===== config.mk =====
export PLATFORM = sky130hd
export DESIGN_NAME = i2c_nvsram_memory_slave
export DESIGN_NICKNAME = d
export VERILOG_FILES = /design/src/i2c_nvsram_memory_slave.v /design/src/pin_sync.v /design/src/sync_fifo.v
export VERILOG_INCLUDE_DIRS = /design/src /design/src/include
export SDC_FILE = /design/constraint.sdc
export NUM_CORES = 1
export LEC_CHECK = 0
export BUFFER_PORTS_ARGS = -buffer_cell sky130_fd_sc_hd__buf_4
export CAP_MARGIN = 20
export CORE_AREA = 2 2 183 319
export DETAILED_ROUTE_END_ITERATION = 7
export DIE_AREA = 0 0 185 321
export SYNTH_ARGS = -nofsm -noshare
export SYNTH_HDL_FRONTEND = slang
export SYNTH_SLANG_ARGS = --single-unit

===== constraint.sdc =====
create_clock -name ref_clk_in -period 4.76 [get_ports ref_clk_in]
set_clock_uncertainty 0.1 [all_clocks]
set_input_delay 0.476 -clock ref_clk_in [delete_from_list [all_inputs] [get_ports ref_clk_in]]
set_output_delay 0.476 -clock ref_clk_in [all_outputs]
set_load 0.005 [all_outputs]

===== src/include/nvsram_slave_defines.vh =====
`ifndef NVSRAM_SLAVE_DEFINES_VH
`define NVSRAM_SLAVE_DEFINES_VH
// memory select code in bits 7:4 of the slave select byte
`define MEM_CODE             4'ha
// byte geometry
`define BYTE_BITS            4'h8
`define ACK_BIT              4'h8
`define LAST_BIT             4'h7
// address geometry
`define ADDR_W               17
`define ADDR_ZERO            17'h00000
`define ADDR_ONE             17'h00001
// reset levels of the synchronised pins: clock, data and store pin high, rest low
`define PIN_IDLE             6'h38
// store busy high drive time in ns and its cycle count at 10 MHz
`define STORE_HIGH_NS        100
`define CLK_PERIOD_NS        100
`define STORE_HIGH_CYC       ((`STORE_HIGH_NS + `CLK_PERIOD_NS - 1) / `CLK_PERIOD_NS)
// store duration in cycles, default value of a parameter
`define STORE_CYC_DEFAULT    16'h0040
// fifo geometry
`define FIFO_WIDTH           25
`define FIFO_DEPTH           16
`endif


===== src/i2c_nvsram_memory_slave.v =====
`include "nvsram_slave_defines.vh"
module i2c_nvsram_memory_slave #(
    parameter ADDR_W    = `ADDR_W,
    parameter STORE_CYC = `STORE_CYC_DEFAULT,
    parameter FIFO_W    = `FIFO_WIDTH,
    parameter FIFO_D    = `FIFO_DEPTH
) (
    input  wire              ref_clk_in,            // system clock, 10 MHz
    input  wire              sys_rst_in,            // async reset, active high
    input  wire              scl_in,                // serial clock pin
    input  wire              sda_in,                // serial data pin level
    output reg               sda_out,               // data pin drive value, always low
    output reg               sda_oe_n_out,          // low while pulling data low
    input  wire              write_protect_in,      // high blocks array writes
    input  wire [1:0]        address_select_pins_in,// device select straps
    input  wire              store_busy_pin_in,     // store busy pin level
    output reg               store_busy_pin_out,    // store busy drive value
    output reg               store_busy_pin_oe_n_out,// low while driving the pin
    output reg               mem_wr_out,            // array write strobe, one cycle
    output reg [ADDR_W-1:0]  mem_addr_out,          // array address
    output reg [7:0]         mem_wdata_out,         // array write data
    input  wire [7:0]        mem_rdata_in           // array read data, same clock
);
    // bus phases
    localparam [2:0] ST_IDLE  = 3'h0;
    localparam [2:0] ST_RXBIT = 3'h1;
    localparam [2:0] ST_RXACK = 3'h2;
    localparam [2:0] ST_TXBIT = 3'h3;
    localparam [2:0] ST_TXACK = 3'h4;
    localparam [2:0] ST_IGN   = 3'h5;
    // byte roles within a transaction
    localparam [1:0] RB_SEL   = 2'h0;
    localparam [1:0] RB_AHI   = 2'h1;
    localparam [1:0] RB_ALO   = 2'h2;
    localparam [1:0] RB_DATA  = 2'h3;
    // store busy pin phases
    localparam [1:0] SB_IDLE  = 2'h0;
    localparam [1:0] SB_BUSY  = 2'h1;
    localparam [1:0] SB_HIGH  = 2'h2;
    localparam [15:0] HIGH_CYC = `STORE_HIGH_CYC;

    // address wrap and increment, used by reads and writes
    function [ADDR_W-1:0] next_addr;
        input [ADDR_W-1:0] a;
        begin
            next_addr = a + `ADDR_ONE;
        end
    endfunction

    // synchronised pins
    wire        scl;
    wire        sda;
    wire        wp;
    wire        store_busy_pin;
    wire [1:0]  straps;
    // idle levels at reset, so no false edge follows; link rate up to an eighth of ref clock
    pin_sync #(.WIDTH(6), .INIT(`PIN_IDLE)) u_sync (
        .clk_in (ref_clk_in),
        .rst_in (sys_rst_in),
        .d_in   ({scl_in, sda_in, store_busy_pin_in, write_protect_in,
                  address_select_pins_in}),
        .q_out  ({scl, sda, store_busy_pin, wp, straps})
    );

    reg         scl_d;
    reg         sda_d;
    reg [2:0]   state;
    reg [1:0]   role;
    reg [3:0]   bit_cnt;
    reg [7:0]   shreg;
    reg         is_read;
    reg         got_ack;
    reg [ADDR_W-1:0] cur_addr;
    reg [ADDR_W-1:0] load_addr;
    reg [1:0]   sb_state;
    reg [15:0]  sb_cnt;
    reg         hsb_d;

    wire scl_rise = scl & ~scl_d;
    wire scl_fall = ~scl & scl_d;
    // start and stop only while clock high and steady
    wire start_det = scl & scl_d & sda_d & ~sda;
    wire stop_det  = scl & scl_d & ~sda_d & sda;
    // data sampled at clock rise, when stable
    wire rx_bit    = sda;

    // select byte decode: code and straps; top bit and direction latched on a match
    wire sel_match = (shreg[7:4] == `MEM_CODE) &&
                     (shreg[3:2] == straps);

    // fifo carries array writes: address plus data
    wire              f_wready;
    wire              f_rvalid;
    wire [FIFO_W-1:0] f_rdata;
    reg               f_push;
    reg  [FIFO_W-1:0] f_wdata;
    sync_fifo #(.WIDTH(FIFO_W), .DEPTH(FIFO_D), .AW(4)) u_fifo (
        .clk_in       (ref_clk_in),
        .rst_in       (sys_rst_in),
        .wr_valid_in  (f_push),
        .wr_ready_out (f_wready),
        .wr_data_in   (f_wdata),
        .rd_valid_out (f_rvalid),
        .rd_ready_in  (~(state == ST_TXBIT) && (sb_state != SB_BUSY)),
        .rd_data_out  (f_rdata)
    );
    wire f_pop = f_rvalid && ~(state == ST_TXBIT) && (sb_state != SB_BUSY);

    // serial protocol engine
    always @(posedge ref_clk_in or posedge sys_rst_in) begin
        if (sys_rst_in) begin
            scl_d        <= 1'b1;
            sda_d        <= 1'b1;
            state        <= ST_IDLE;
            role         <= RB_SEL;
            bit_cnt      <= 4'h0;
            shreg        <= 8'h00;
            is_read      <= 1'b0;
            got_ack      <= 1'b0;
            cur_addr     <= `ADDR_ZERO;
            load_addr    <= `ADDR_ZERO;
            sda_out      <= 1'b0;
            sda_oe_n_out <= 1'b1;
            f_push       <= 1'b0;
            f_wdata      <= {FIFO_W{1'b0}};
        end else begin
            scl_d  <= scl;
            sda_d  <= sda;
            f_push <= 1'b0;
            sda_out <= 1'b0;
            if (stop_det) begin
                state        <= ST_IDLE;
                sda_oe_n_out <= 1'b1;
            end else if (start_det) begin
                state        <= ST_RXBIT;
                role         <= RB_SEL;
                bit_cnt      <= 4'h0;
                sda_oe_n_out <= 1'b1;
            end else begin
                case (state)
                    ST_RXBIT: begin
                        if (scl_rise) begin
                            shreg   <= {shreg[6:0], rx_bit};
                            bit_cnt <= bit_cnt + 4'h1;
                        end else if (scl_fall && bit_cnt == `BYTE_BITS) begin
                            bit_cnt <= 4'h0;
                            state   <= ST_RXACK;
                            case (role)
                                RB_SEL: begin
                                    if (sel_match) begin
                                        sda_oe_n_out <= 1'b0;
                                        is_read      <= shreg[0];
                                        load_addr    <= {shreg[1], load_addr[15:0]};
                                    end else begin
                                        state <= ST_IGN;
                                    end
                                end
                                RB_AHI: begin
                                    sda_oe_n_out <= 1'b0;
                                    load_addr    <= {load_addr[16], shreg, load_addr[7:0]};
                                end
                                RB_ALO: begin
                                    sda_oe_n_out <= 1'b0;
                                    cur_addr     <= {load_addr[16:8], shreg};
                                end
                                default: begin
                                    if (wp || !f_wready) begin
                                        state <= ST_IGN;
                                    end else begin
                                        sda_oe_n_out <= 1'b0;
                                        f_push       <= 1'b1;
                                        f_wdata      <= {cur_addr, shreg};
                                        cur_addr     <= next_addr(cur_addr);
                                    end
                                end
                            endcase
                        end
                    end
                    ST_RXACK: begin
                        // release after the ninth clock falls
                        if (scl_fall) begin
                            sda_oe_n_out <= 1'b1;
                            if (role == RB_SEL && is_read) begin
                                state        <= ST_TXBIT;
                                shreg        <= mem_rdata_in;
                                sda_oe_n_out <= mem_rdata_in[7];
                                bit_cnt      <= 4'h0;
                            end else begin
                                state <= ST_RXBIT;
                                if (role != RB_DATA) begin
                                    role <= role + 2'h1;
                                end
                            end
                        end
                    end
                    ST_TXBIT: begin
                        if (scl_fall) begin
                            if (bit_cnt == `LAST_BIT) begin
                                sda_oe_n_out <= 1'b1;
                                state        <= ST_TXACK;
                                cur_addr     <= next_addr(cur_addr);
                            end else begin
                                shreg        <= {shreg[6:0], 1'b0};
                                sda_oe_n_out <= shreg[6];
                                bit_cnt      <= bit_cnt + 4'h1;
                            end
                        end
                    end
                    ST_TXACK: begin
                        if (scl_rise) begin
                            got_ack <= ~rx_bit;
                        end else if (scl_fall) begin
                            if (got_ack) begin
                                state        <= ST_TXBIT;
                                shreg        <= mem_rdata_in;
                                sda_oe_n_out <= mem_rdata_in[7];
                                bit_cnt      <= 4'h0;
                            end else begin
                                state <= ST_IGN;
                            end
                        end
                    end
                    ST_IGN: begin
                        sda_oe_n_out <= 1'b1;
                    end
                    default: begin
                        sda_oe_n_out <= 1'b1;
                    end
                endcase
            end
        end
    end

    // array port: drain writes, otherwise present current address
    always @(posedge ref_clk_in or posedge sys_rst_in) begin
        if (sys_rst_in) begin
            mem_wr_out    <= 1'b0;
            mem_addr_out  <= `ADDR_ZERO;
            mem_wdata_out <= 8'h00;
        end else begin
            mem_wr_out <= f_pop;
            if (f_pop) begin
                mem_addr_out  <= f_rdata[FIFO_W-1:8];
                mem_wdata_out <= f_rdata[7:0];
            end else begin
                mem_addr_out  <= cur_addr;
            end
        end
    end

    // store busy pin: external low requests a store
    always @(posedge ref_clk_in or posedge sys_rst_in) begin
        if (sys_rst_in) begin
            sb_state                <= SB_IDLE;
            sb_cnt                  <= 16'h0000;
            hsb_d                   <= 1'b1;
            store_busy_pin_out      <= 1'b1;
            store_busy_pin_oe_n_out <= 1'b1;
        end else begin
            hsb_d <= store_busy_pin;
            case (sb_state)
                SB_IDLE: begin
                    store_busy_pin_oe_n_out <= 1'b1;
                    if (hsb_d && !store_busy_pin) begin
                        sb_state                <= SB_BUSY;
                        sb_cnt                  <= STORE_CYC[15:0];
                        store_busy_pin_out      <= 1'b0;
                        store_busy_pin_oe_n_out <= 1'b0;
                    end
                end
                SB_BUSY: begin
                    if (sb_cnt == 16'h0001) begin
                        sb_state           <= SB_HIGH;
                        sb_cnt             <= HIGH_CYC;
                        store_busy_pin_out <= 1'b1;
                    end else begin
                        sb_cnt <= sb_cnt - 16'h0001;
                    end
                end
                SB_HIGH: begin
                    if (sb_cnt == 16'h0001) begin
                        sb_state                <= SB_IDLE;
                        store_busy_pin_oe_n_out <= 1'b1;
                    end else begin
                        sb_cnt <= sb_cnt - 16'h0001;
                    end
                end
                default: begin
                    sb_state <= SB_IDLE;
                end
            endcase
        end
    end
endmodule // i2c_nvsram_memory_slave


===== src/pin_sync.v =====
// two flip-flop synchroniser for a group of pins
module pin_sync #(
    parameter WIDTH = 1,
    parameter [WIDTH-1:0] INIT = {WIDTH{1'b0}}
) (
    input  wire             clk_in,   // sampling clock
    input  wire             rst_in,   // async reset, active high
    input  wire [WIDTH-1:0] d_in,     // asynchronous pins
    output reg  [WIDTH-1:0] q_out     // synchronised pins
);
    reg [WIDTH-1:0] meta;

    // first stage read only by the second
    always @(posedge clk_in or posedge rst_in) begin
        if (rst_in) begin
            meta  <= INIT;
            q_out <= INIT;
        end else begin
            meta  <= d_in;
            q_out <= meta;
        end
    end
endmodule // pin_sync


===== src/sync_fifo.v =====
// flip-flop fifo with valid and ready on both sides
module sync_fifo #(
    parameter WIDTH = 8,
    parameter DEPTH = 16,
    parameter AW    = 4
) (
    input  wire             clk_in,      // clock
    input  wire             rst_in,      // async reset, active high
    input  wire             wr_valid_in, // write word offered
    output wire             wr_ready_out,// room for a word
    input  wire [WIDTH-1:0] wr_data_in,  // write word
    output wire             rd_valid_out,// word available
    input  wire             rd_ready_in, // drain side takes word
    output wire [WIDTH-1:0] rd_data_out  // head word
);
    reg [WIDTH-1:0] mem [0:DEPTH-1];
    reg [AW-1:0]    wr_ptr;
    reg [AW-1:0]    rd_ptr;
    reg [AW:0]      count;
    wire            push;
    wire            pop;

    assign wr_ready_out = (count != DEPTH[AW:0]);
    assign rd_valid_out = (count != {(AW+1){1'b0}});
    assign rd_data_out  = mem[rd_ptr];
    assign push         = wr_valid_in & wr_ready_out;
    assign pop          = rd_valid_out & rd_ready_in;

    // storage, no reset needed
    always @(posedge clk_in) begin
        if (push) begin
            mem[wr_ptr] <= wr_data_in;
        end
    end

    // pointers and fill count
    always @(posedge clk_in or posedge rst_in) begin
        if (rst_in) begin
            wr_ptr <= {AW{1'b0}};
            rd_ptr <= {AW{1'b0}};
            count  <= {(AW+1){1'b0}};
        end else begin
            if (push) begin
                wr_ptr <= wr_ptr + 1'b1;
            end
            if (pop) begin
                rd_ptr <= rd_ptr + 1'b1;
            end
            if (push & ~pop) begin
                count <= count + 1'b1;
            end else if (pop & ~push) begin
                count <= count - 1'b1;
            end
        end
    end
endmodule // sync_fifo


### After elaboration in Yosys (flattened, before gate mapping)

Memory sizes are Yosys's and may differ from the RTL's.
Cells that the tools add are included.

* flip-flop bits (word level): 146
* memories kept: 1
* memory bits (writable): 400
* output and inout bits: 30

Memories
* u_fifo.mem: words 16, width 25, read ports 1, clocked after Yosys merged registers in 0, wr ports 1, RTL line sync_fifo.v:16 `reg [WIDTH-1:0] mem [0:DEPTH-1];`

* equal/unequal tests: 52
* bitwise gates (word level): 25
* reduce and logical (&&, ||, !) cells: 42
* add/subtract/negate cells: 8
* mux-type cells: 89

Operators with widths (count)
* $mux W17: 7
* $pmux W17 S2: 3
* $mux W8: 8
* $mux W16: 3
* $pmux W16 S3: 1
* $mux W4: 10
* $mux W3: 12
* $ne A2 B2 Y1 const B: 17
* $ne A4 B4 Y1 const B: 8
* $pmux W8 S4: 1
* $mux W1: 25
* $ne A3 B3 Y1 const B: 7
* $reduce_and A7 Y1: 3
* $mux W2: 9
* $reduce_and A9 Y1: 2
* $add A17 B1 Y17 const B: 1
* $eq A16 B1 Y1 const B: 1
* $pmux W4 S4: 1
* $reduce_and A8 Y1: 2
* $sub A16 B1 Y16 const B: 1
* $not A1 Y1: 14
* $reduce_bool A2 Y1: 7
* $add A4 B1 Y4 const B: 3
* $pmux W3 S4: 1
* other kinds (38): 69

### Depth between registers and ports, before layout

Gate-level depths: netlist of run 1.

* depth in word-level cells: 10
* mapped depth: 13

### Hierarchy

A second synthesis of run 1 with hierarchy kept.

* cells, all modules: 1412
* area total of the unflattened synthesis: 22505.3 um^2

Modules (own cells, without submodules)
* sync_fifo: seq. area each 12336.8 um^2, instances 1, area an instance 16082.9 um^2, cells an instance 807
* i2c_nvsram_memory_slave: seq. area each 3035.4 um^2, instances 1, area an instance 6110.9 um^2, cells an instance 592
* pin_sync: seq. area each 307.8 um^2, instances 1, area an instance 311.5 um^2, cells an instance 13

### Worst setup path after synthesis of run 1

No wires, ideal clock.

* path type: register to register
* start point: register u_fifo.count[0]
* end point: memory u_fifo.mem[3][0] in the netlist's numbering (enable)
* setup slack: 1.338 ns
* clock period less this slack: 3.422 ns
* data required time: 4.222 ns
* stages on the path, launching flop included: 5
* arrival: 2.884 ns
* path buffers: 0
* cell sequence: dfrtp_1 > nor4_1 > a21boi_1 > nand2_1 > nor3_1

* cells in the longest elaborated chain, start to end: 4

Ends and longest elaborated chain
* start: declaration: RTL line sync_fifo.v:19 `reg [AW:0] count;`
* start signal: assignment: RTL line sync_fifo.v:41 `count <= {(AW+1){1'b0}};`
* start signal: assignment: RTL line sync_fifo.v:50 `count <= count + 1'b1;`
* start signal: assignment: RTL line sync_fifo.v:52 `count <= count - 1'b1;`
* $ne A5 B5 Y1: RTL line sync_fifo.v:23 `assign wr_ready_out = (count != DEPTH[AW:0]);`
* $and A1 B1 Y1: RTL line sync_fifo.v:26 `assign push = wr_valid_in & wr_ready_out;`
* via u_fifo.push: RTL line sync_fifo.v:20 `wire push;`
* $mux W1: RTL line sync_fifo.v:31 `if (push) begin`
* $mux W1 (not written as such): RTL line sync_fifo.v:32 `mem[wr_ptr] <= wr_data_in;`
* end: declaration: RTL line sync_fifo.v:16

The timed path passes the listed nets, and every way through them passes these cells.

### Worst setup path in the final report of run 1

* start point: register u_fifo.count[1]
* end point: register u_fifo.count[4]

* cells in the longest elaborated chain, start to end: 5
* elaborated cells between the ends (all ways): 13
* those cells by class: add/sub: 2; eq/ne: 1; mux: 2; bitwise: 6; reduce/logical: 2

Ends and longest elaborated chain
* $ne A5 B5 Y1 (*): RTL line sync_fifo.v:23
* $and A1 B1 Y1 (*): RTL line sync_fifo.v:26
* via u_fifo.push: RTL line sync_fifo.v:20
* $not A1 Y1: RTL line sync_fifo.v:51 `end else if (pop & ~push) begin`
* $and A1 B1 Y1: RTL line sync_fifo.v:51
* $reduce_bool A2 Y1 (no source line)

The timed path passes the listed nets; every way through them passes the cells marked *. The select of a mux whose other input is x is not followed.
A chain may end at the register's enable or synchronous reset.

==> run metrics, run 1 <==
DRC errors left=0; std cell rows=116; Finish-stage setup viols=0; routability cong.=0.859; Port Buffers=44; final worst setup slack=1.43 ns; Die Ht=321 um; CTS buffer count=50; # clock sinks=546; Mapped Nets=1,354; Pleak=7.57 nW; Yosys reg bits=between 500 and 600; final slew viol count=0; wire per inst=23.3 um; Max Clock Freq=300 MHz; share of cells above drive strength 1=25.8%; final core utilization=between 40% and 50%; startpoint types=flop; Final Hold Fails=0; RSZ-0062 raised after global routing=no; vias post-DR=~12,000; Final ANT Viol Nets=0; 1st-iter DRT viols=629; Seq/Total Area, Yosys=69.9%; Pre-antenna DRT Iters=6; synth-to-layout area growth=13.6%; nets@finish=1,413; CP Max Fanout=9; share of the clock period used by the worst path=70.0%; ys flop type=edfxtp_1; Post-CTS Setup Bufs=0; chip width=185 um; gr usage total=17.6%; mapped cell area=between 0.02 and 0.025 sq mm; Cells after Synth=1,313; post-route setup TNS=0 ns; top cell type's share of synthesized area=53.5%; Max clock buf depth=3; gr ovfl total=0; Hold Path Class=input port to flop; Max-Cap Viols=0; status=finished, final reports clean; Worst IR Drop VDD=between 0.0002 and 0.0003 V; DP HPWL=32.1 mm; clk_lat worst skew=0.59 ns; TritonCTS clock tree=built; full die area=just under 0.06 sq mm; post-synth top area cell=edfxtp_1; Core Area=0.0569 sq mm; Worst slew margin=34.7%; Post-synth EDFFs=400; clock slew seen by the registers of the worst setup and hold paths=0.07 ns; dpl ws=~1.4 ns; worst endpoint data arrival time=3.73 ns; DRT Wirelength=50.8 mm; fin crit period=around 3.3 ns; I/O pin total=46; syn_area_per_cell=between 15 and 20 sq um; largest net degree at the start of global routing=95; Ys Warns=0; post-synthesis cell type count=72; H-Tree Depth=2; Critical Path End Type=flop; pin slew with the least headroom to its limit=about 0.97 ns; Initial Utilization=39.4%; Setup CP Type=flop to flop; CTS Root Cell=clkbuf_16; Area contributors post-synth=edfxtp_1, dfrtp_1, mux4_2, mux2_2, dfstp_2; drt via density=5.51; ANT cells=0; initial antenna violation count=0; Critical Path RT=5.16 ns; first-pass GRT wire length=approximately 77 mm; vias in the first global route=12,700; Power Density=394 mW/mm^2; Post-synth ARST share=26.7%; Post-CTS Resized=0
-- critical path, cell delays in order (launching register included) --
cell,delay (ns)
dfrtp_1,0.41
nor4_1,0.66
a21boi_1,0.38
ha_1,0.34
inv_1,0.12
ha_1,0.28
nor2b_1,0.15
o21a_1,0.17
or3_1,0.31
a21oi_1,0.19
xnor2_1,0.14
-- placed cells by master (no fill, tap or decap), types with 39 or more instances in the layout --
cell type / count
mux4_2: 100
mux2_2: 70
nand2_1: 70
o21ai_0: 39
dfrtp_1: 131
edfxtp_1: 400
nor3_1: 45
buf_4: 65
clkbuf_16: 51
-- layout make-up --
class / count / area [sq um]
clock buffer: 74 / 1430
clock inverter: 18 / 161
fill: 4964 / 31400
inverter: 28 / 110
multi-input combinational: 667 / 6440
sequential: 546 / 15700
tap: 767 / 960
timing repair buffer: 79 / 698
-- timing repair --
action,CTS,global route
setup endpoints to repair,0,0
hold buffers,7,0
endpoints found under the hold margin,53,0
-- cells in the mapped netlist (27+ instances only) --
library cell and instances:
edfxtp_1 400, mux2_2 70, mux4_2 100, dfrtp_1 134
inv_1 28, clkbuf_1 38, mux2i_1 27, nand2_1 70
o21ai_0 39, nor2_1 40, nor3_1 49
-- routing by layer --
| layer | part of all wire, % | track usage [%] | up-vias | wire (um) |
|---|---|---|---|---|
| met1 | 38 | 20.2 | 6270 | 19100 |
| met3 | 3.6 | 2.25 | 105 | 1850 |
| met5 | 0 | 0 | - | 0 |
| met2 | 55 | 32.6 | 289 | 27800 |
| met4 | 4.0 | 7.25 | 0 | 2030 |
| li1 | - | - | 5341 | - |
-- stage by stage --
| stage | power [mW] | cells | hold slack (ns) | cell area, sq um |
|---|---|---|---|---|
| after floorplan | 5.98 | 1313 | 0.231 | 22400 |
| after global placement | 6.20 | 2076 | 0.238 | 23700 |
| after detailed placement | 6.23 | 2080 | 0.240 | 23800 |
| after CTS | 10.1 | 2179 | 0.129 | 25500 |
| after global routing | 10.4 | 2179 | 0.141 | 25500 |
| final | 10.0 | 2179 | 0.157 | 25500 |
-- flip-flops by register name, summed over array words and instances, names as in the netlist, 6 cells and up --
signal,flops
cur_addr,17
f_wdata,25
load_addr,9
mem_addr_out,17
mem_wdata_out,8
sb_cnt,16
shreg,8
u_fifo.mem,400
u_sync.meta,6
u_sync.q_out,6
-- final timing paths --
check / end / cells past startpoint / slack (ns) / start
max in group asynchronous: f_wdata[19]$_DFFE_PP0P_ / 4 / 3.19 / sys_rst_in
worst min-delay path: shreg[2]$_DFFE_PP0P_ / 3 / 0.16 / mem_rdata_in[2]
worst min register to register: u_sync.q_out[1]$_DFF_PP0_ / 0 / 0.25 / u_sync.meta[1]$_DFF_PP0_
worst max register to register: u_fifo.count[4]$_DFFE_PP0P_ / 10 / 1.43 / u_fifo.count[1]$_DFFE_PP0P_
min in group asynchronous: u_fifo.wr_ptr[2]$_DFFE_PP0P_ / 3 / 0.42 / sys_rst_in
worst max-delay path: u_fifo.count[4]$_DFFE_PP0P_ / 10 / 1.43 / u_fifo.count[1]$_DFFE_PP0P_
-- cells by family (layout without fill, tap and decap cells) --
group / count (synthesis) / in the layout / share of synthesized area (%)
AOI/OAI and AO/OA: 183 / 183 / 5.85
buffers and inverters: 100 / 199 / 1.92
xor gates and xnor gates: 16 / 16 / 0.625
other: 1 / 1 / 0.0167
and+or+nand+nor: 245 / 245 / 5.51
adders and majority gates: 25 / 25 / 1.43
muxes: 197 / 197 / 14.8
DFF: 546 / 546 / 69.9
-- where the power goes --
group	total, mW	internal (mW)	switching, mW	leakage [nW]
registers	5.37	5.17	0.192	4.70
clock network	3.92	2.20	1.71	0.779
logic	0.767	0.299	0.468	2.09
total	10.0	7.67	2.38	7.57
No activity file was read; power rests on OpenSTA's default activity.
==> run 2: changes to the inputs <==
Settings changed: ABC_AREA from default to 1, CORE_AREA 2 2 183 319 to 2 2 186 325, DIE_AREA 0 0 185 321 to 0 0 188 327.
Clock period 4.76 ns to 3.2 ns, I/O delays scaled along.
==> run 2 against run 1 <==
Sequential share of layout area shrank 2.3 points; combinational power increased to 9.9 times the previous value; design area rose by 4.0%; clock power increased by 45%; via count rose by 29%; register-to-register slack worse by 1.0 ns.
==> run metrics, run 2 <==
worst endpoint data arrival time=3.15 ns (-0.58 ns); Seq/Total Area, Yosys=67.1% (-2.8 points); post-route setup TNS=0 ns (unchanged); CP Max Fanout=12 (+3); Worst IR Drop VDD=0.000520 V (+95%); full die area=0.0615 sq mm (+3.5%); Die Ht=327 um (+1.9%); final slew viol count=0 (unchanged); fin crit period=2.78 ns (-0.557 ns); RSZ-0062 raised after global routing=no; CTS buffer count=48 (-4.0%); gr ovfl total=0 (unchanged); Post-synth EDFFs=400 (unchanged); synth-to-layout area growth=13.4%; CTS Root Cell=clkbuf_16; first-pass GRT wire length=91.8 mm (+19%); Ys Warns=0 (unchanged); nets@finish=2,128 (+51%); DRT Wirelength=59.4 mm (+17%); post-synthesis cell type count=45 (-38%); commonest cells in the synthesized netlist=edfxtp_1, nand2_1, nor2_1; Worst slew margin=40.2% (+5.6 points); # clock sinks=546 (unchanged); Yosys reg bits=546 (unchanged); Largest register FFs=400 (unchanged); H-Tree Depth=2 (unchanged); hold_ws=0.0178 ns (-0.139 ns); clk_lat worst skew=0.58 ns (about the same); Port Buffers=44 (unchanged); pin slew with the least headroom to its limit=0.896 ns (-0.0746 ns); ANT cells=0 (unchanged); std cell rows=118 (+1.7%); Mapped Nets=2,085 (+54%); clock slew seen by the registers of the worst setup and hold paths=0.07 ns (about the same); wire per inst=20.4 um (-12%); most numerous cell in the Yosys netlist=edfxtp_1; top flop regs=u_fifo.mem x400, f_wdata x25; Area contributors post-synth=edfxtp_1, dfrtp_1, nand2_1, nor2_1, o21ai_0; mapped cell area=0.0234 sq mm (+4.2%); largest net degree at the start of global routing=106 (+12%); share of cells above drive strength 1=11.2% (-15 points); Final Hold Fails=0 (unchanged); status=finished, final reports clean; top cell type's share of synthesized area=51.4% (-2.2 points); DRC errors left=0 (unchanged); post-synth top area cell=edfxtp_1; 1st-iter DRT viols=1,158 (+84%); Max Clock Freq=360 MHz (+20%); commonest non-fill, non-tap cell in the layout=edfxtp_1; ys flop type=edfxtp_1; Post-synth ARST share=26.7% (unchanged); routability cong.=0.898 (+4.6%); Pleak=9.70 nW (+28%); Top reg by flops=u_fifo.mem; Hold Path Class=input port to flop; Core Area=0.0589 sq mm (+3.5%); initial antenna violation count=0 (unchanged); Max clock buf depth=3 (unchanged); syn_area_per_cell=11.4 sq um (-33%); vias post-DR=15,500 (+29%); Final ANT Viol Nets=0 (unchanged); chip width=188 um (+1.6%); TritonCTS clock tree=built; share of the clock period used by the worst path=86.8% (+17 points); I/O pin total=46 (unchanged); r2r setup slk=0.42 ns (-1.00 ns); most frequent cells in the layout=edfxtp_1, nand2_1, nor2_1; Finish-stage setup viols=0 (unchanged); Cells after Synth=2,044 (+56%); Pre-antenna DRT Iters=5 (-1); Setup CP Type=flop to flop; startpoint types=flop; vias in the first global route=16,000 (+25%); Critical Path End Type=flop; Layout fillers=5,350 (+7.8%); Max-Cap Viols=0 (unchanged); drt via density=5.33 (-3.3%); DP HPWL=38.1 mm (+19%); gr usage total=19.3% (+1.8 points); Critical Path RT=3.57 ns (-1.59 ns); Power Density=826 mW/mm^2 (+110%); Initial Utilization=39.7% (+0.25 points)
## run 2: changes by cell type in the layout (fill, tap and decap cells not counted), sizes merged, moves of 70 or more
cell    delta
nand2    +287
nor2     +197
o21ai    +158
mux4     -100
o21bai   +100
inv       +99
nand3     +89
mux2      -70
## run 2: what timing repair did
| action | 4_1_cts | 5_1_grt |
|---|---|---|
| hold buffers | 8 | 0 |
| hold endpoints to repair | 32 | 0 |
| endpoints found under the setup margin | 0 | 0 |
| buffers inserted | 0 | 0 |
| resized for setup | 0 | 0 |
## run 2: critical path: stages (launching register included)
cell	delay, ns
dfrtp_1	0.40
inv_1	0.09
ha_1	0.22
inv_1	0.09
nor2_1	0.08
nor2_1	0.63
nand2_1	0.42
inv_1	0.35
nand2_1	0.14
nand2_1	0.10
nor2_1	0.04
## run 2: cell type report
| type | instances | area [sq um] | area share [%] |
|---|---|---|---|
| Sequential cell | 546 | 15700 | 59.2 |
| Clock buffer | 59 | 1290 | 4.88 |
| Tap cell | 780 | 976 | 3.68 |
| Inverter | 130 | 494 | 1.87 |
| Clock inverter | 31 | 223 | 0.840 |
| Timing Repair Buffer | 98 | 956 | 3.61 |
| Multi-Input combinational cell | 1263 | 6870 | 25.9 |
## run 2: metal layers
layer	track usage, %	vias up	share of wire, %
met5	0	-	0
met4	8.85	0	4.4
met3	2.02	142	3.5
met2	36.3	380	54
met1	21.9	7673	38
li1	-	7300	-
## run 2: kinds of logic (layout without fill, tap and decap cells)
logic type / count (synthesis) / count (layout) / share of synthesized area [%]
AO/OA/AOI/OAI: 476 / 476 / 13.5
XOR/XNOR: 20 / 20 / 0.749
adder cells (fa/ha/maj): 25 / 25 / 1.37
buffers and inverters: 235 / 318 / 4.09
flip-flops: 546 / 546 / 67.1
other: 1 / 1 / 0.0160
AND/OR/NAND/NOR: 741 / 741 / 13.2
## run 2: final timing paths
path,to,from,depth (start not counted)
setup / recovery,sb_cnt[5]$_DFFE_PP0P_,sb_state[0]$_DFFE_PP0P_,10
hold / removal,shreg[1]$_DFFE_PP0P_,mem_rdata_in[1],5
max in group asynchronous,cur_addr[4]$_DFFE_PP0P_,sys_rst_in,4
hold reg to reg,u_sync.q_out[1]$_DFF_PP0_,u_sync.meta[1]$_DFF_PP0_,0
min in group asynchronous,sb_cnt[14]$_DFFE_PP0P_,sys_rst_in,3
setup reg to reg,sb_cnt[5]$_DFFE_PP0P_,sb_state[0]$_DFFE_PP0P_,10
## run 2: where the power goes
part / switching (mW) / total, mW / leakage [nW] / internal [mW]
clock network: 2.61 / 5.67 / 0.751 / 3.06
registers: 0.633 / 8.67 / 5.19 / 8.04
logic: 4.96 / 7.56 / 3.75 / 2.59
## run 2: stage by stage
step / util (%) / total power [mW] / area, sq um / worst slack [ns] / std cells
2_1_floorplan: - / 13.8 / 23400 / 0.397 / 2044
3_3_place_gp: 42.3 / 16.3 / 24900 / 0.514 / 2809
3_5_place_dp: 42.3 / 16.4 / 24900 / 0.449 / 2809
4_1_cts: 45.0 / 22.1 / 26500 / 0.445 / 2907
5_1_grt: 45.0 / 23.2 / 26500 / 0.0967 / 2907
6_report: 45.0 / 21.9 / 26500 / 0.422 / 2907
==> run 3: changes to the inputs <==
--- a/config.mk
+++ b/config.mk
@@ -14,2 +14,3 @@
 export DIE_AREA = 0 0 188 327
+export SETUP_SLACK_MARGIN = 0.5
 export SYNTH_ARGS = -nofsm -noshare
==> constraint.sdc (replaced) <==
create_clock -name ref_clk_in -period 3.2 [get_ports ref_clk_in]
set_clock_uncertainty 0.1 [all_clocks]
set_input_delay 0 -clock ref_clk_in [delete_from_list [all_inputs] [get_ports ref_clk_in]]
set_output_delay 0 -clock ref_clk_in [all_outputs]
set_load 0.005 [all_outputs]
==> run 3 against run 2 <==
Non-clock buffer count grew 13; first-iteration DRC count decreased by 6.3%; design area increased by 1.0%; register-to-register slack improved by 0.19 ns; clock-buffer cell count is 4 higher; routed wire length grew 1.1%; worst hold slack improved by 0.22 ns; combinational power is 0.5% higher; flip-flop and latch count unchanged; via count rose by 1.1%; critical path type unchanged; largest power group unchanged.
==> run metrics, run 3 (synthesized netlist as in run 2, its figures left out) <==
share of cells above drive strength 1=11.2% (-0.063 points); final worst setup slack=0.612 ns (+0.190 ns); Worst slew margin=34.5% (-5.7 points); wire per inst=20.6 um (+0.69%); Die Ht=327 um (unchanged); CP top delay family=compound AO/OA/AOI/OAI gates; synth-to-layout area growth=14.5%; Final ANT Viol Nets=0 (unchanged); top flop regs=u_fifo.mem x400, f_wdata x25; crit-path most repeated cell=nand3_1; Reg power frac=39.0% (-0.6 points); nets@finish=2,141 (+0.61%); DRC errors left=0 (unchanged); Hold Crit Start=mem_rdata_in[5]; dpl ws=0.399 ns (-0.0504 ns); Pre-antenna DRT Iters=5 (unchanged); hold path endpoint=shreg[5]$_DFFE_PP0P_; Combinational Power Share=34.2% (-0.3 points); 1st-iter DRT viols=1,085 (-6.3%); first-pass GRT wire length=92.0 mm (+0.24%); drt via density=5.37 (+0.72%); fin crit period=2.59 ns (-0.190 ns); Core Area=0.0589 sq mm (unchanged); startpoint types=flop; worst endpoint data arrival time=2.96 ns (-0.19 ns); Largest register FFs=400 (unchanged); commonest non-fill, non-tap cell in the layout=edfxtp_1; ANT cells=0 (unchanged); CTS Root Cell=clkbuf_16; Max Clock Freq=386 MHz (+7.3%); largest net degree at the start of global routing=81 (-24%); share of the clock period used by the worst path=80.9% (-5.9 points); Hold Path Class=input port to flop; reg2reg start=u_fifo.count[1]$_DFFE_PP0P_; CTS buffer count=48 (unchanged); Worst R2R End=u_fifo.count[4]$_DFFE_PP0P_; Net Sw Frac=36.6% (-0.90 points); r2r setup slk=0.61 ns (+0.19 ns); std cell rows=118 (unchanged); P_sw=8.13 mW (-0.90%); Worst IR Drop VDD=0.000502 V (-3.4%); full die area=0.0615 sq mm (unchanged); Top reg by flops=u_fifo.mem; # clock sinks=546 (unchanged); Clk pwr share=26.8% (+0.9 points); CP Max Fanout=4 (-8); Pleak=9.77 nW (+0.81%); slowest CP cell=dfrtp_1; R2R depth=13 (+3); Finish-stage setup viols=0 (unchanged); chip width=188 um (unchanged); clk_lat worst skew=0.58 ns (about the same); Max clock buf depth=3 (unchanged); Max-Cap Viols=0 (unchanged); pin slew with the least headroom to its limit=0.980 ns (+0.0834 ns); gr usage total=19.4% (+0.034 points); Initial Utilization=39.7% (unchanged); status=finished, final reports clean; footprint of the multi-input gates=0.00689 sq mm (+0.29%); post-route setup TNS=0 ns (unchanged); final core utilization=45.4% (+0.46 points); gr ovfl total=0 (unchanged); max incr delay on CP=0.42 ns (-0.21 ns); Critical Path End Type=flop; Port Buffers=44 (unchanged); H-Tree Depth=2 (unchanged); RSZ-0062 raised after global routing=no; Setup CP Type=flop to flop; vias in the first global route=15,700 (-1.5%); TritonCTS clock tree=built; Final Hold Fails=0 (unchanged); clock slew seen by the registers of the worst setup and hold paths=0.07 ns (about the same); I/O pin total=46 (unchanged); Power Density=831 mW/mm^2 (+0.52%); vias post-DR=15,700 (+1.1%); cells along the critical path=nor2_2 > nand3_1 > o21ai_1 > nor2_4 > clkinv_2 > ha_2 > inv_2 > ha_1 > a21oi_1 > nor2_1 > o21ai_0 > nand3_1 > xnor2_1; DRT Wirelength=60.0 mm (+1.1%); most frequent cells in the layout=edfxtp_1, nand2_1, nor2_1; final slew viol count=0 (unchanged); P_int=14.1 mW (+3.0%); Layout fillers=5,326 (-0.45%); initial antenna violation count=0 (unchanged); Critical Path RT=3.57 ns (about the same); worst path bufs/invs=2 (-1); Min-Delay Path Depth=6 (+1); Sequential Area=0.0157 sq mm (unchanged); routability cong.=0.881 (-1.9%); hold_ws=0.235 ns (+0.217 ns); DP HPWL=36.6 mm (-4.1%)
-- run 3: changes by cell type in the layout (fill, tap and decap cells not counted), sizes merged --
cell         delta
buf             -1
inv             -5
bufinv          +4
clkbuf          +4
clkinvlp        +3
clkinv          -7
dlygate4sd3    +14
-- run 3: worst register-to-register path: cells and delay by family (launching register included) --
family / cells / cell delay (ns)
compound gates: 3 / 0.62
xor+xnor: 1 / 0.14
fa+ha+maj: 2 / 0.56
buf+inv: 2 / 0.12
flops: 1 / 0.42
simple gates: 5 / 0.53
-- run 3: metal layers --
metal / GRT usage (%) / vias to the layer above / routed length (um)
met5: 0 / - / 0
met4: 8.22 / 0 / 2280
met3: 2.44 / 131 / 2480
met2: 36.2 / 424 / 32300
met1: 22.2 / 7782 / 23000
li1: - / 7334 / -
-- run 3: metrics by stage --
step / cell area (sq um) / cells / power (mW)
finish: 26800 / 2919 / 22.2
global route: 26800 / 2919 / 23.5
CTS: 26700 / 2917 / 22.4
detailed placement: 24900 / 2806 / 16.4
global placement: 24900 / 2806 / 16.2
floorplan: 23400 / 2044 / 13.9
-- run 3: area by class of cell --
cell class | count | area share [%]
multi-input cells | 1263 | 25.7
repair buffers | 111 | 4.16
clock buffers | 63 | 4.91
inverters | 130 | 1.86
clock inverters | 26 | 1.10
flip-flops and latches | 546 | 58.6
well taps | 780 | 3.65
-- run 3: repair_timing --
action | 4_1_cts | 5_1_grt
endpoints found under the setup margin | 2 | 2
pin swaps | 0 | 2
gates resized for setup | 3 | 7
buffers inserted | 0 | 2
endpoints found under the hold margin | 151 | 0
hold buffers | 22 | 0
-- run 3: worst max-delay path by stage --
| stage | start | endpoint | slack, ns | cells after the start |
|---|---|---|---|---|
| floorplan | sb_state[1]$_DFFE_PP0P_ | u_fifo.count[4]$_DFFE_PP0P_ | 0.51 | 16 |
| global placement | u_fifo.count[1]$_DFFE_PP0P_ | u_fifo.count[4]$_DFFE_PP0P_ | 0.54 | 13 |
| detailed placement | u_fifo.count[1]$_DFFE_PP0P_ | u_fifo.count[4]$_DFFE_PP0P_ | 0.40 | 12 |
| CTS | u_fifo.count[1]$_DFFE_PP0P_ | u_fifo.count[4]$_DFFE_PP0P_ | 0.51 | 12 |
| global route | sb_state[1]$_DFFE_PP0P_ | u_fifo.count[4]$_DFFE_PP0P_ | 0.51 | 15 |
| finish | u_fifo.count[1]$_DFFE_PP0P_ | u_fifo.count[4]$_DFFE_PP0P_ | 0.61 | 13 |
-- run 3: power groups by stage --
stage	Combinational (mW)	Clock (mW)	Sequential, mW
after floorplan	5.36	0	8.50
after global placement	7.43	0	8.79
after detailed placement	7.57	0	8.81
after CTS	7.63	6.11	8.67
after global routing	8.46	6.35	8.74
final	7.60	5.97	8.67
